## src/ctb_pkg.sv

```systemverilog
/*
  ctb_pkg: register offsets, field positions, reset values and sizes
  shared by the transmit buffer block and its buffer picker.
  Assumes an 8-bit plain register port with byte-wide registers.
*/
package ctb_pkg;
  localparam int          NUM_BUFFERS   = 3;
  localparam int          ADDR_W        = 5;
  localparam int          BUF_STRIDE    = 5;
  // per-buffer register offsets inside one buffer's window
  localparam logic [2:0]  OFS_CONTROL   = 3'h0;
  localparam logic [2:0]  OFS_ID_HIGH   = 3'h1;
  localparam logic [2:0]  OFS_ID_LOW    = 3'h2;
  localparam logic [2:0]  OFS_ID_MID    = 3'h3;
  localparam logic [2:0]  OFS_ID_BOTTOM = 3'h4;
  // common registers, above the buffer windows
  localparam logic [4:0]  OFS_IRQ_STAT  = 5'h10;
  localparam logic [4:0]  OFS_IRQ_EN    = 5'h11;
  localparam logic [4:0]  OFS_IRQ_CLR   = 5'h12;
  // control register fields
  localparam int          CTL_ABORTED   = 6;
  localparam int          CTL_LOSTARB   = 5;
  localparam int          CTL_BUSERR    = 4;
  localparam int          CTL_REQUEST   = 3;
  localparam int          CTL_PRI_HI    = 1;
  localparam int          CTL_PRI_LO    = 0;
  // id low register fields
  localparam int          IDL_BASE_HI   = 7;
  localparam int          IDL_BASE_LO   = 5;
  localparam int          IDL_EXT_SEL   = 3;
  localparam int          IDL_L17       = 1;
  localparam int          IDL_L16       = 0;
  localparam logic [7:0]  CTL_RD_MASK   = 8'h7b;
  localparam logic [7:0]  IDL_RD_MASK   = 8'heb;
  localparam logic [7:0]  RESET_CTL     = 8'h00;
  localparam logic [7:0]  RESET_ID      = 8'h00;
  localparam logic [7:0]  RESET_IRQ     = 8'h00;
  // interrupt status bits per buffer: done, then abort, lost and error sharing one bit
  localparam int          IRQ_PER_BUF   = 2;
endpackage

```

## src/ctb_picker.sv

```systemverilog
/*
  ctb_picker: chooses the pending buffer handed to the protocol engine.
  Assumes all inputs are on ref_clk; output is combinational and is
  registered by the instantiating module.
*/
`timescale 1ns/1ps
module ctb_picker
  import ctb_pkg::*;
#(
  parameter int N = NUM_BUFFERS
) (
  input  wire logic [N-1:0]   pendIn,
  input  wire logic [2*N-1:0] priIn,
  output logic                anyOut,
  output logic [1:0]          selOut
);
  logic [2:0] bestPri;

  always_comb begin
    anyOut  = 1'b0;
    selOut  = 2'h0;
    bestPri = 3'h0;
    // ties go to the highest number, later index overwrites
    for (int i = 0; i < N; i++) begin
      if (pendIn[i] &&
          (!anyOut || {1'b0, priIn[2*i +: 2]} >= bestPri)) begin
        anyOut  = 1'b1;
        selOut  = 2'(i);
        bestPri = {1'b0, priIn[2*i +: 2]};
      end
    end
  end
endmodule

```

## src/ctb_tx_buffers.sv

```systemverilog
/*
  ctb_tx_buffers: control, status and identifier registers of the CAN
  transmit buffers, with request arbitration and an interrupt output.
  Assumes a protocol engine on ref_clk that takes txValid/txId/txExt,
  answers with one-cycle pulses naming the buffer in engBuf, and a
  register master that follows the plain strobe protocol.
*/
// Notes on behaviour
// - the aborted flag sets when a pending send is dropped on abort.
// - the lost-arbitration flag sets when the frame loses arbitration.
// - writing one to send request queues it and clears the three flags.
// - send request clears itself after a successful transmission.
// - writing zero to a set send request asks for an abort.
// - two-bit priority, 3 highest, 0 lowest, higher sent first.
// - priority only orders buffers and never touches the identifier.
// - id high holds base bits 10..3, or long bits 28..21 if extended.
// - id low bits 7..5 hold base bits 2..0, or long bits 20..18.
// - extended select one gives a 29-bit identifier.
// - extended select zero gives 11 bits and ignores long bits 17..0.
// - id low bits 1..0 hold long bits 17 and 16.
// - unimplemented bits of control and id low read as zero.
// - two more bytes hold long bits 15..8 and 7..0, extended only.
`timescale 1ns/1ps
module ctb_tx_buffers
  import ctb_pkg::*;
#(
  parameter int N = NUM_BUFFERS
) (
  input  wire logic              ref_clk,
  input  wire logic              reset_n,
  input  wire logic [ADDR_W-1:0] regAddr,
  input  wire logic [7:0]        regWrData,
  input  wire logic              regWrite,
  input  wire logic              regRead,
  output logic [7:0]             regRdData,
  output logic                   txValid,
  output logic [1:0]             txBuf,
  output logic [28:0]            txId,
  output logic                   txExt,
  input  wire logic              engStart,
  input  wire logic              engDone,
  input  wire logic              engLostArb,
  input  wire logic              engBusErr,
  input  wire logic              engAborted,
  input  wire logic [1:0]        engBuf,
  output logic                   txAbortReq,
  output logic                   irq
);
  logic [7:0]       ctl_r    [N];
  logic [7:0]       idHigh_r [N];
  logic [7:0]       idLow_r  [N];
  logic [7:0]       idMid_r  [N];
  logic [7:0]       idBot_r  [N];
  logic [N-1:0]     abortPend_r;
  logic [N-1:0]     abortDone;
  logic [2*N-1:0]   irqStat_r;
  logic [2*N-1:0]   irqEn_r;
  logic [N-1:0]     pend;
  logic [2*N-1:0]   pri;
  logic             anySel;
  logic [1:0]       sel;
  logic [1:0]       inFlight_r;
  logic             busy_r;

  function automatic logic hitBuf(input logic [ADDR_W-1:0] a,
                                  input int b, input logic [2:0] o);
    return a == ADDR_W'(b * BUF_STRIDE + int'(o));
  endfunction

  // compose the frame identifier from the buffer bytes
  function automatic logic [28:0] frameId(input logic [7:0] hi,
                                          input logic [7:0] lo,
                                          input logic [7:0] mid,
                                          input logic [7:0] bot);
    if (lo[IDL_EXT_SEL])
      return {hi, lo[IDL_BASE_HI:IDL_BASE_LO], lo[IDL_L17:IDL_L16],
              mid, bot};
    else
      // long bits are ignored entirely in standard mode
      return {18'h00000, hi, lo[IDL_BASE_HI:IDL_BASE_LO]};
  endfunction

  function automatic logic engHit(input logic p, input logic [1:0] b,
                                  input int i);
    return p && b == 2'(i);
  endfunction

  always_comb begin
    for (int i = 0; i < N; i++) begin
      pend[i]        = ctl_r[i][CTL_REQUEST] && !abortPend_r[i];
      pri[2*i +: 2]  = ctl_r[i][CTL_PRI_HI:CTL_PRI_LO];
      // abort completes: idle buffer at once, engine otherwise
      abortDone[i]   = abortPend_r[i] &&
                       (engHit(engAborted, engBuf, i) ||
                        !(busy_r && inFlight_r == 2'(i)));
    end
  end

  ctb_picker #(.N(N)) picker (
    .pendIn (pend),
    .priIn  (pri),
    .anyOut (anySel),
    .selOut (sel)
  );

  // control and status per buffer
  always_ff @(posedge ref_clk or negedge reset_n) begin
    if (!reset_n) begin
      for (int i = 0; i < N; i++)
        ctl_r[i] <= RESET_CTL;
      abortPend_r <= '0;
    end else begin
      for (int i = 0; i < N; i++) begin
        if (regWrite && hitBuf(regAddr, i, OFS_CONTROL)) begin
          ctl_r[i][CTL_PRI_HI:CTL_PRI_LO] <=
            regWrData[CTL_PRI_HI:CTL_PRI_LO];
          if (regWrData[CTL_REQUEST]) begin
            // new request clears the status flags
            ctl_r[i][CTL_REQUEST] <= 1'b1;
            ctl_r[i][CTL_ABORTED] <= 1'b0;
            ctl_r[i][CTL_LOSTARB] <= 1'b0;
            ctl_r[i][CTL_BUSERR]  <= 1'b0;
            abortPend_r[i]        <= 1'b0;
          end else if (ctl_r[i][CTL_REQUEST]) begin
            // clearing a set request asks for an abort
            abortPend_r[i] <= 1'b1;
          end
        end
        if (engHit(engLostArb, engBuf, i))
          ctl_r[i][CTL_LOSTARB] <= 1'b1;
        if (engHit(engBusErr, engBuf, i))
          ctl_r[i][CTL_BUSERR] <= 1'b1;
        if (engHit(engDone, engBuf, i)) begin
          ctl_r[i][CTL_REQUEST] <= 1'b0;
          abortPend_r[i]        <= 1'b0;
        end
        // aborted flag sets as the abort completes
        if (abortDone[i]) begin
          ctl_r[i][CTL_REQUEST] <= 1'b0;
          ctl_r[i][CTL_ABORTED] <= 1'b1;
          abortPend_r[i]        <= 1'b0;
        end
      end
    end
  end

  // identifier bytes, plain storage
  always_ff @(posedge ref_clk or negedge reset_n) begin
    if (!reset_n) begin
      for (int i = 0; i < N; i++) begin
        idHigh_r[i] <= RESET_ID;
        idLow_r[i]  <= RESET_ID;
        idMid_r[i]  <= RESET_ID;
        idBot_r[i]  <= RESET_ID;
      end
    end else if (regWrite) begin
      for (int i = 0; i < N; i++) begin
        if (hitBuf(regAddr, i, OFS_ID_HIGH))
          idHigh_r[i] <= regWrData;
        // unimplemented id low bits are never stored
        if (hitBuf(regAddr, i, OFS_ID_LOW))
          idLow_r[i] <= regWrData & IDL_RD_MASK;
        if (hitBuf(regAddr, i, OFS_ID_MID))
          idMid_r[i] <= regWrData;
        if (hitBuf(regAddr, i, OFS_ID_BOTTOM))
          idBot_r[i] <= regWrData;
      end
    end
  end

  // hand-off to the engine; the id is latched at start so a rewrite
  // mid-frame cannot corrupt the frame in flight
  always_ff @(posedge ref_clk or negedge reset_n) begin
    if (!reset_n) begin
      txValid    <= 1'b0;
      txBuf      <= 2'h0;
      txId       <= 29'h0;
      txExt      <= 1'b0;
      busy_r     <= 1'b0;
      inFlight_r <= 2'h0;
      txAbortReq <= 1'b0;
    end else begin
      txAbortReq <= busy_r && abortPend_r[inFlight_r];
      if (busy_r) begin
        txValid <= 1'b0;
        if (engDone || engAborted ||
            ((engLostArb || engBusErr) && engBuf == inFlight_r))
          busy_r <= 1'b0;
      end else if (txValid && engStart) begin
        // taken: drop the offer at once and track txBuf as registered on the start edge,
        // which is a newer pick than the engine latched if sel changed on that edge
        txValid    <= 1'b0;
        busy_r     <= 1'b1;
        inFlight_r <= txBuf;
      end else begin
        txValid <= anySel;
        txBuf   <= sel;
        // priority only picks sel; id comes from the bytes alone
        txId    <= frameId(idHigh_r[sel], idLow_r[sel],
                           idMid_r[sel], idBot_r[sel]);
        txExt   <= idLow_r[sel][IDL_EXT_SEL];
      end
    end
  end

  // sticky interrupt status: done at 2i, abort/error at 2i+1
  always_ff @(posedge ref_clk or negedge reset_n) begin
    if (!reset_n) begin
      irqStat_r <= RESET_IRQ[2*N-1:0];
      irqEn_r   <= RESET_IRQ[2*N-1:0];
    end else begin
      if (regWrite && regAddr == OFS_IRQ_EN)
        irqEn_r <= regWrData[2*N-1:0];
      for (int i = 0; i < N; i++) begin
        for (int k = 0; k < IRQ_PER_BUF; k++) begin
          // set wins over a clear in the same cycle
          if (k == 0 ? engHit(engDone, engBuf, i)
                     : (abortDone[i] ||
                        engHit(engAborted, engBuf, i) ||
                        engHit(engLostArb, engBuf, i) ||
                        engHit(engBusErr, engBuf, i)))
            irqStat_r[2*i+k] <= 1'b1;
          else if (regWrite && regAddr == OFS_IRQ_CLR &&
                   regWrData[2*i+k])
            irqStat_r[2*i+k] <= 1'b0;
        end
      end
    end
  end

  always_ff @(posedge ref_clk or negedge reset_n) begin
    if (!reset_n)
      irq <= 1'b0;
    else
      irq <= |(irqStat_r & irqEn_r);
  end

  // read port: data in the cycle after the strobe only
  always_ff @(posedge ref_clk or negedge reset_n) begin
    if (!reset_n) begin
      regRdData <= 8'h00;
    end else begin
      regRdData <= 8'h00;
      if (regRead) begin
        for (int i = 0; i < N; i++) begin
          if (hitBuf(regAddr, i, OFS_CONTROL))
            regRdData <= ctl_r[i] & CTL_RD_MASK;
          if (hitBuf(regAddr, i, OFS_ID_HIGH))
            regRdData <= idHigh_r[i];
          if (hitBuf(regAddr, i, OFS_ID_LOW))
            regRdData <= idLow_r[i];
          if (hitBuf(regAddr, i, OFS_ID_MID))
            regRdData <= idMid_r[i];
          if (hitBuf(regAddr, i, OFS_ID_BOTTOM))
            regRdData <= idBot_r[i];
        end
        if (regAddr == OFS_IRQ_STAT)
          regRdData <= 8'({irqStat_r});
        if (regAddr == OFS_IRQ_EN)
          regRdData <= 8'({irqEn_r});
      end
    end
  end
endmodule

```

## config.mk

```make
export PLATFORM = sky130hd
export DESIGN_NAME = ctb_tx_buffers
export DESIGN_NICKNAME = d
export VERILOG_FILES = /design/src/ctb_pkg.sv /design/src/ctb_picker.sv /design/src/ctb_tx_buffers.sv
export SDC_FILE = /design/constraint.sdc
export NUM_CORES = 1
export LEC_CHECK = 0
export BUFFER_PORTS_ARGS = -buffer_cell sky130_fd_sc_hd__buf_4
export CORE_MARGIN = 4
export CORE_UTILIZATION = 30
export DETAILED_ROUTE_END_ITERATION = 10
export GPL_ROUTABILITY_DRIVEN = 0
export GPL_TIMING_DRIVEN = 0
export SLEW_MARGIN = 20
export SYNTH_ARGS = -nofsm -noshare
export SYNTH_HDL_FRONTEND = slang
export SYNTH_SLANG_ARGS = --single-unit
```

## constraint.sdc

```tcl
create_clock -name ref_clk -period 5.35 [get_ports ref_clk]
set_input_delay 1.3375 -clock ref_clk [delete_from_list [all_inputs] [get_ports ref_clk]]
set_output_delay 1.3375 -clock ref_clk [all_outputs]
set_load 0.01 [all_outputs]
```

# After elaboration in Yosys (flattened, before gate mapping)
# Cells that the tools add are included.
# word_totals
reg_bits,169
inputBits,24
# classes
magnitude_cmp,4
n_eq_ne,22
n_mux,91
bitwise_logic,4
reduce_logical,128
# op_table
op,n
8-bit 2-to-1 mux,25
8-bit binary-select mux with 2-bit select,4
2-bit AND reduction,29
1-bit 2-to-1 mux,52
2-bit nonzero test,24
1-bit logical AND,37
5-bit by 4-bit equality test with 1-bit output (second input constant),7
29-bit 2-to-1 mux,1
5-bit by 3-bit equality test with 1-bit output (second input constant),4
3-bit nonzero test,6
1-bit logical OR,17
4-bit 2-to-1 mux,4
5-bit equality test (second input constant),3
4-bit nonzero test,3
5-bit by 2-bit equality test with 1-bit output (second input constant),2
1-bit logical NOT,8
7-bit 2-to-1 mux,1
6-bit AND,1
2-bit 2-to-1 mux,3
6-bit OR reduction,1
5-bit by 1-bit equality test with 1-bit output (second input constant),1
5-bit logical NOT,1
2-bit by 1-bit equality test with 1-bit output (second input constant),2
2-bit equality test (second input constant),2
8 further kinds,11

# Depth between registers and ports, before layout
# depth
depth_word,19
mapped_depth,19
depth_no_buf,14

# By module
# Synthesis repeated with hierarchy kept, for this count alone.
# hier_totals
cells_unflattened,846
area_unflattened_um2,9023.7
# by_module_without_submodules
mod,n_inst,cells_per_inst,area_each_um2
ctb_tx_buffers,1,825,8856.0
ctb_picker,1,21,167.7

# Worst setup path after synthesis
# No wires, ideal clock.
# synth_timing
kind,reg-to-reg
startpoint,register ctl_r[19] (netlist bit)
endpoint,register txId[3]
arrival_ps,3763
required_ps,5285
slack_ps,1521
stages_incl_launch_ff,18
n_path_buf,3
cell_sequence,dfrtp_1 > nor2b_1 > and2_1 > ha_1 > nand2b_1 > a211oi_2 > nor2_2 > buf_6 > buf_4 > mux2_2 > ha_1 > nand2b_1 > a221o_1 > nor3b_1 > a31o_4 > buf_6 > a2111oi_2 > a211o_1
# synth_via
elab_chain_cells,15
elab_cells_between_ends,26
# synth_lines
element,line,source
start: declaration,ctb_tx_buffers.sv:49,logic [7:0] ctl_r [N];
start signal: indexed assignment,ctb_tx_buffers.sv:115,ctl_r[i][CTL_PRI_HI:CTL_PRI_LO] <=
1-bit logical AND (*),ctb_tx_buffers.sv:90,pend[i] = ctl_r[i][CTL_REQUEST] && !abortPend_r[i];
2-bit 2-to-1 mux or 1-bit 2-to-1 mux (tied branches),ctb_picker.sv:25,if (pendIn[i] &&
2-bit greater-or-equal comparator or 1-bit logical NOT (tied branches),ctb_picker.sv:26,"(!anyOut || {1'b0, priIn[2*i +: 2]} >= bestPri)) begin"
1-bit logical OR,ctb_picker.sv:26,
1-bit logical AND,ctb_picker.sv:25,
2-bit 2-to-1 mux or 1-bit 2-to-1 mux (tied branches),ctb_picker.sv:25,
2-bit greater-or-equal comparator or 1-bit logical NOT (tied branches),ctb_picker.sv:26,
1-bit logical OR,ctb_picker.sv:26,
1-bit logical AND,ctb_picker.sv:25,
2-bit 2-to-1 mux (*),ctb_picker.sv:25,
2-bit inverter with 3-bit output (not written as such) (*),"ctb_tx_buffers.sv:199, ctb_tx_buffers.sv:200",
"8-bit binary-select mux with 2-bit select, on equally long branches","ctb_tx_buffers.sv:199, ctb_tx_buffers.sv:200",
"8-bit 2-to-1 mux, on equally long branches (2 in a row)",-,
29-bit 2-to-1 mux (*),ctb_tx_buffers.sv:75,if (lo[IDL_EXT_SEL])
end signal: assignment,ctb_tx_buffers.sv:199,"txId <= frameId(idHigh_r[sel], idLow_r[sel],"
end: declaration,ctb_tx_buffers.sv:38,"output logic [28:0] txId,"
# Mark *: on every way between the ends. The rest lies on a longest branch, timed or not. The select of a mux whose other input is x is not followed.
# A chain may end at the register's enable or synchronous reset.

# Worst setup path in the final report
# layout_timing
startpoint,register ctl_r[19] (netlist bit)
endpoint,register txId[2]
# layout_via
elab_chain_cells,15
elab_cells_between_ends,23
# layout_lines
element,line
1-bit logical AND (*),ctb_tx_buffers.sv:90
2-bit 2-to-1 mux or 1-bit 2-to-1 mux (tied branches),ctb_picker.sv:25
2-bit greater-or-equal comparator or 1-bit logical NOT (tied branches),ctb_picker.sv:26
1-bit logical OR,ctb_picker.sv:26
1-bit logical AND,ctb_picker.sv:25
2-bit 2-to-1 mux or 1-bit 2-to-1 mux (tied branches),ctb_picker.sv:25
2-bit greater-or-equal comparator or 1-bit logical NOT (tied branches),ctb_picker.sv:26
1-bit logical OR,ctb_picker.sv:26
1-bit logical AND,ctb_picker.sv:25
2-bit 2-to-1 mux (*),ctb_picker.sv:25
2-bit inverter with 3-bit output (not written as such) (*),"ctb_tx_buffers.sv:199, ctb_tx_buffers.sv:200"
"8-bit binary-select mux with 2-bit select, on equally long branches","ctb_tx_buffers.sv:199, ctb_tx_buffers.sv:200"
"8-bit 2-to-1 mux, on equally long branches (2 in a row)",-
29-bit 2-to-1 mux (*),ctb_tx_buffers.sv:75
# Marked as above.

==> results.sh <==
export IMPL_status="finished, final reports clean"
export IMPL_final_min_clock_period_ps=4860
export IMPL_n_antenna_cell=0
export IMPL_postCtsSetupRepairBufs=0
export IMPL_required_ps=5720
export IMPL_post_cts_resized=0
export IMPL_synth_edf_count=0
export IMPL_dp_hpwl_mm=24.1
export IMPL_max_slew_margin_pct=35.5
export IMPL_viasPerCell=5.72
export IMPL_critPathLaunchType="flip-flop"
export IMPL_cp_cell_sequence="nor2b_1 > and2_1 > ha_1 > nand2b_1 > a211oi_2 > nor2_2 > buf_6 > buf_4 > mux2_2 > ha_1 > nand2b_1 > a221o_1 > nand2b_1 > buf_6 > buf_4 > nor2_1 > a2111oi_0 > a211o_1"
export IMPL_fill_cells=3016
export IMPL_grt_max_degree=90
export IMPL_drv_cap=0
export IMPL_core_um2=29600
export IMPL_antenna_found_initial=2
export IMPL_cp_arrival_ps=5230
export IMPL_die_h_um=182
export IMPL_layout_area_overhead_vs_synth_pct=17.6
export IMPL_drive_above_1_share_pct=28.5
export IMPL_min_path_cells=1
export IMPL_insertion_delay_ps=440
export IMPL_rows=63
export IMPL_worstHoldStart="txId[25]"
export IMPL_power_density_nw_per_um2=366
export IMPL_avgRoutedWirePerCell_um=24.3
export IMPL_num_nets_final=937
export IMPL_setup_viol=0
export IMPL_hold_path_end="txId[25]"
export IMPL_cp_num_buf_inv=4
export IMPL_syn_area_um2=9030
export IMPL_grt_pass1_vias=7492
export IMPL_p_leak_nw=4.64
export IMPL_cpLargestDelayFamily="compound AO/OA/AOI/OAI gates"
export IMPL_io_buffers=63
export IMPL_routed_wl_mm=31.9
export IMPL_synthArstFlopShare_pct=100
export IMPL_synth_top_area_cell="dfrtp_1"
export IMPL_worstHoldPathType="flip-flop to flip-flop"
export IMPL_via_count=7504
export IMPL_finalCritPeriodShare_pct=90.8
export IMPL_cts_buffers=17
export IMPL_fin_setup_tns_ps=0
export IMPL_slowest_delay_ps=740
export IMPL_synth_seq_area_share_pct=46.8
export IMPL_synth_nets=854
export IMPL_cts_buffer_depth=2
export IMPL_yosysWarningCount=0
export IMPL_ys_flop_type="dfrtp_1"
export IMPL_cts_tree="yes"
export IMPL_timing_rr_end="txId[2]"
export IMPL_worstSetupPathType="flip-flop to flip-flop"
export IMPL_max_freq_mhz=206
export IMPL_syn_area_per_cell_um2=10.9
export IMPL_postCtsHoldBufs=0
export IMPL_yosys_area_top_type_share_pct=46.8
export IMPL_slew_viol_final=0
export IMPL_worst_hold_slack_ps=484
export IMPL_ant_nets=0
export IMPL_postSynthCellCount=826
export IMPL_worst_pin_slew_ps=961
export IMPL_die_area_um2=32900
export IMPL_drc_errors=0
export IMPL_dpl_cell_count=1280
export IMPL_r2r_cells=18
export IMPL_r2r_slack_ps=490
export IMPL_stdcell_count=1312
export IMPL_gr_total_overflow=0
export IMPL_critPathMaxFanout=10
export IMPL_critPathSlowestCell="a2111oi_0"
export IMPL_path_common_cell="nand2b_1"
export IMPL_synthTopCellsByArea="dfrtp_1, mux2_2, mux2i_1"
export IMPL_ys_types=70
export IMPL_cts_root_buf="clkbuf_16"
export IMPL_irDropWorstVdd_uv=219
export IMPL_postLayoutCoreUtil_pct=35.8
export IMPL_h_tree_depth=4
export IMPL_drtIter0Drc=866
export IMPL_grt_use_total_pct=19.3
export IMPL_cts_sinks=169
export IMPL_grt_pass1_wl_mm=48.2
export IMPL_finalClockSkew_ps=17.0
export IMPL_end_kind="flip-flop"
export IMPL_synth_seq_cells=169
export IMPL_dp_slack_ps=547
export IMPL_drtPass1Iterations=6
export IMPL_rsz0062_at_grt="false"
export IMPL_fin_ws_ps=495
export IMPL_start_util_pct=30.5
export IMPL_hold_viol_final=0
export IMPL_die_w_um=182
export IMPL_timing_rr_start="ctl_r[19]"
export IMPL_clk_pin_slew_ps=70
export IMPL_io_pins=67
-- cells in the mapped netlist (all sizes together), types with 9 or more instances --
| cell type | number |
|---|---|
| a2111oi | 36 |
| a211o | 12 |
| a21o | 18 |
| a21oi | 43 |
| a221o | 9 |
| a22o | 18 |
| a22oi | 11 |
| buf | 35 |
| clkbuf | 17 |
| dfrtp | 169 |
| inv | 14 |
| mux2 | 105 |
| mux2i | 33 |
| nand2 | 53 |
| nand2b | 15 |
| nand3 | 9 |
| nor2 | 69 |
| nor2b | 15 |
| nor3 | 17 |
| o21ai | 40 |
-- layout by cell type (no fill, tap or decap), types with 6 or more instances in the layout --
master     netlist  final
inv_1           14     14
a2111oi_2       19     19
a211o_1         12     12
o2bb2ai_1        6      6
a22oi_1         11     11
nor2b_1         15     15
or3_1            6      6
buf_4            6     68
clkbuf_16        0     17
nand2b_1        13     13
nor2_1          66     66
o21ai_0         40     40
a221o_1          9      9
a22o_1          18     18
o22ai_1          6      6
nand2_1         53     53
clkbuf_1        17     19
nand3_1          9      9
a2111oi_0       17     17
dfrtp_1        169    169
a21o_1          18     18
buf_2           21     21
nor3_1          15     15
mux2_2         105    105
a21oi_1         42     42
mux2i_1         33     33
-- through the flow --
step	area [um^2]	total power, mW
final	10600	3.89
after global routing	10600	4.05
after CTS	10600	3.89
after detailed placement	10000	2.62
after global placement	9990	2.59
after floorplan	9030	2.19
-- where the power goes --
| part | switching [mW] | total [mW] | internal [mW] |
|---|---|---|---|
| Clock | 0.569 | 1.27 | 0.705 |
| Combinational | 0.460 | 0.855 | 0.396 |
| Sequential | 0.250 | 1.76 | 1.51 |
-- sequential cells by signal (all words and copies together) (netlist names), 2 cells and up --
name         flops
txId            29
abortPend_r      3
idHigh_r        24
irqEn_r          6
inFlight_r       2
idMid_r         24
idLow_r         18
regRdData        8
irqStat_r        6
ctl_r           18
idBot_r         24
txBuf            2
-- worst reg2reg max path: stages, from the launching register on --
cell       delay, ps
dfrtp_1          480
nor2b_1          200
and2_1           180
ha_1             260
nand2b_1         130
a211oi_2          90
nor2_2           400
buf_6            260
buf_4            260
mux2_2           370
ha_1             260
nand2b_1         130
a221o_1          350
nand2b_1         110
buf_6            160
buf_4            180
nor2_1            60
a2111oi_0        740
a211o_1          180
-- cells by family (layout without fill, tap and decap cells) --
group | Yosys count | after routing | synth area share (%)
AOI/OAI and AO/OA | 233 | 233 | 20.0
and+or+nand+nor | 213 | 213 | 11.9
DFF | 169 | 169 | 46.8
muxes | 138 | 138 | 16.7
buffers and inverters | 67 | 163 | 3.74
adders and majority gates | 4 | 4 | 0.554
xor gates and xnor gates | 2 | 2 | 0.194
-- per-layer routing --
metal	track usage (%)	up-vias	wire length (um)
li1	-	3284	-
met1	27.7	3746	14300
met5	0	-	31
met4	5.76	4	858
met3	5.11	73	3000
met2	28.5	397	13700
-- worst max-delay path by stage --
stage                    from  endpoint  slack [ps]  depth (start not counted)
global placement    ctl_r[19]   txId[2]         540                         18
CTS                 ctl_r[19]   txId[1]         470                         17
floorplan           ctl_r[19]   txId[3]        1520                         17
finish              ctl_r[19]   txId[2]         490                         18
detailed placement  ctl_r[19]   txId[1]         550                         18
global route        ctl_r[19]   txId[2]         270                         18
-- layout make-up --
type | instances | area, um^2 | area share, %
plain buffers | 52 | 282 | 2.65
clock buffers | 19 | 433 | 4.08
clock inverters | 13 | 159 | 1.50
inverters | 15 | 56.3 | 0.530
multi-input cells | 590 | 4460 | 42.0
flip-flops and latches | 169 | 4230 | 39.8
well taps | 390 | 488 | 4.60
repair buffers | 64 | 508 | 4.78
Power figures use the tool's default switching activity.
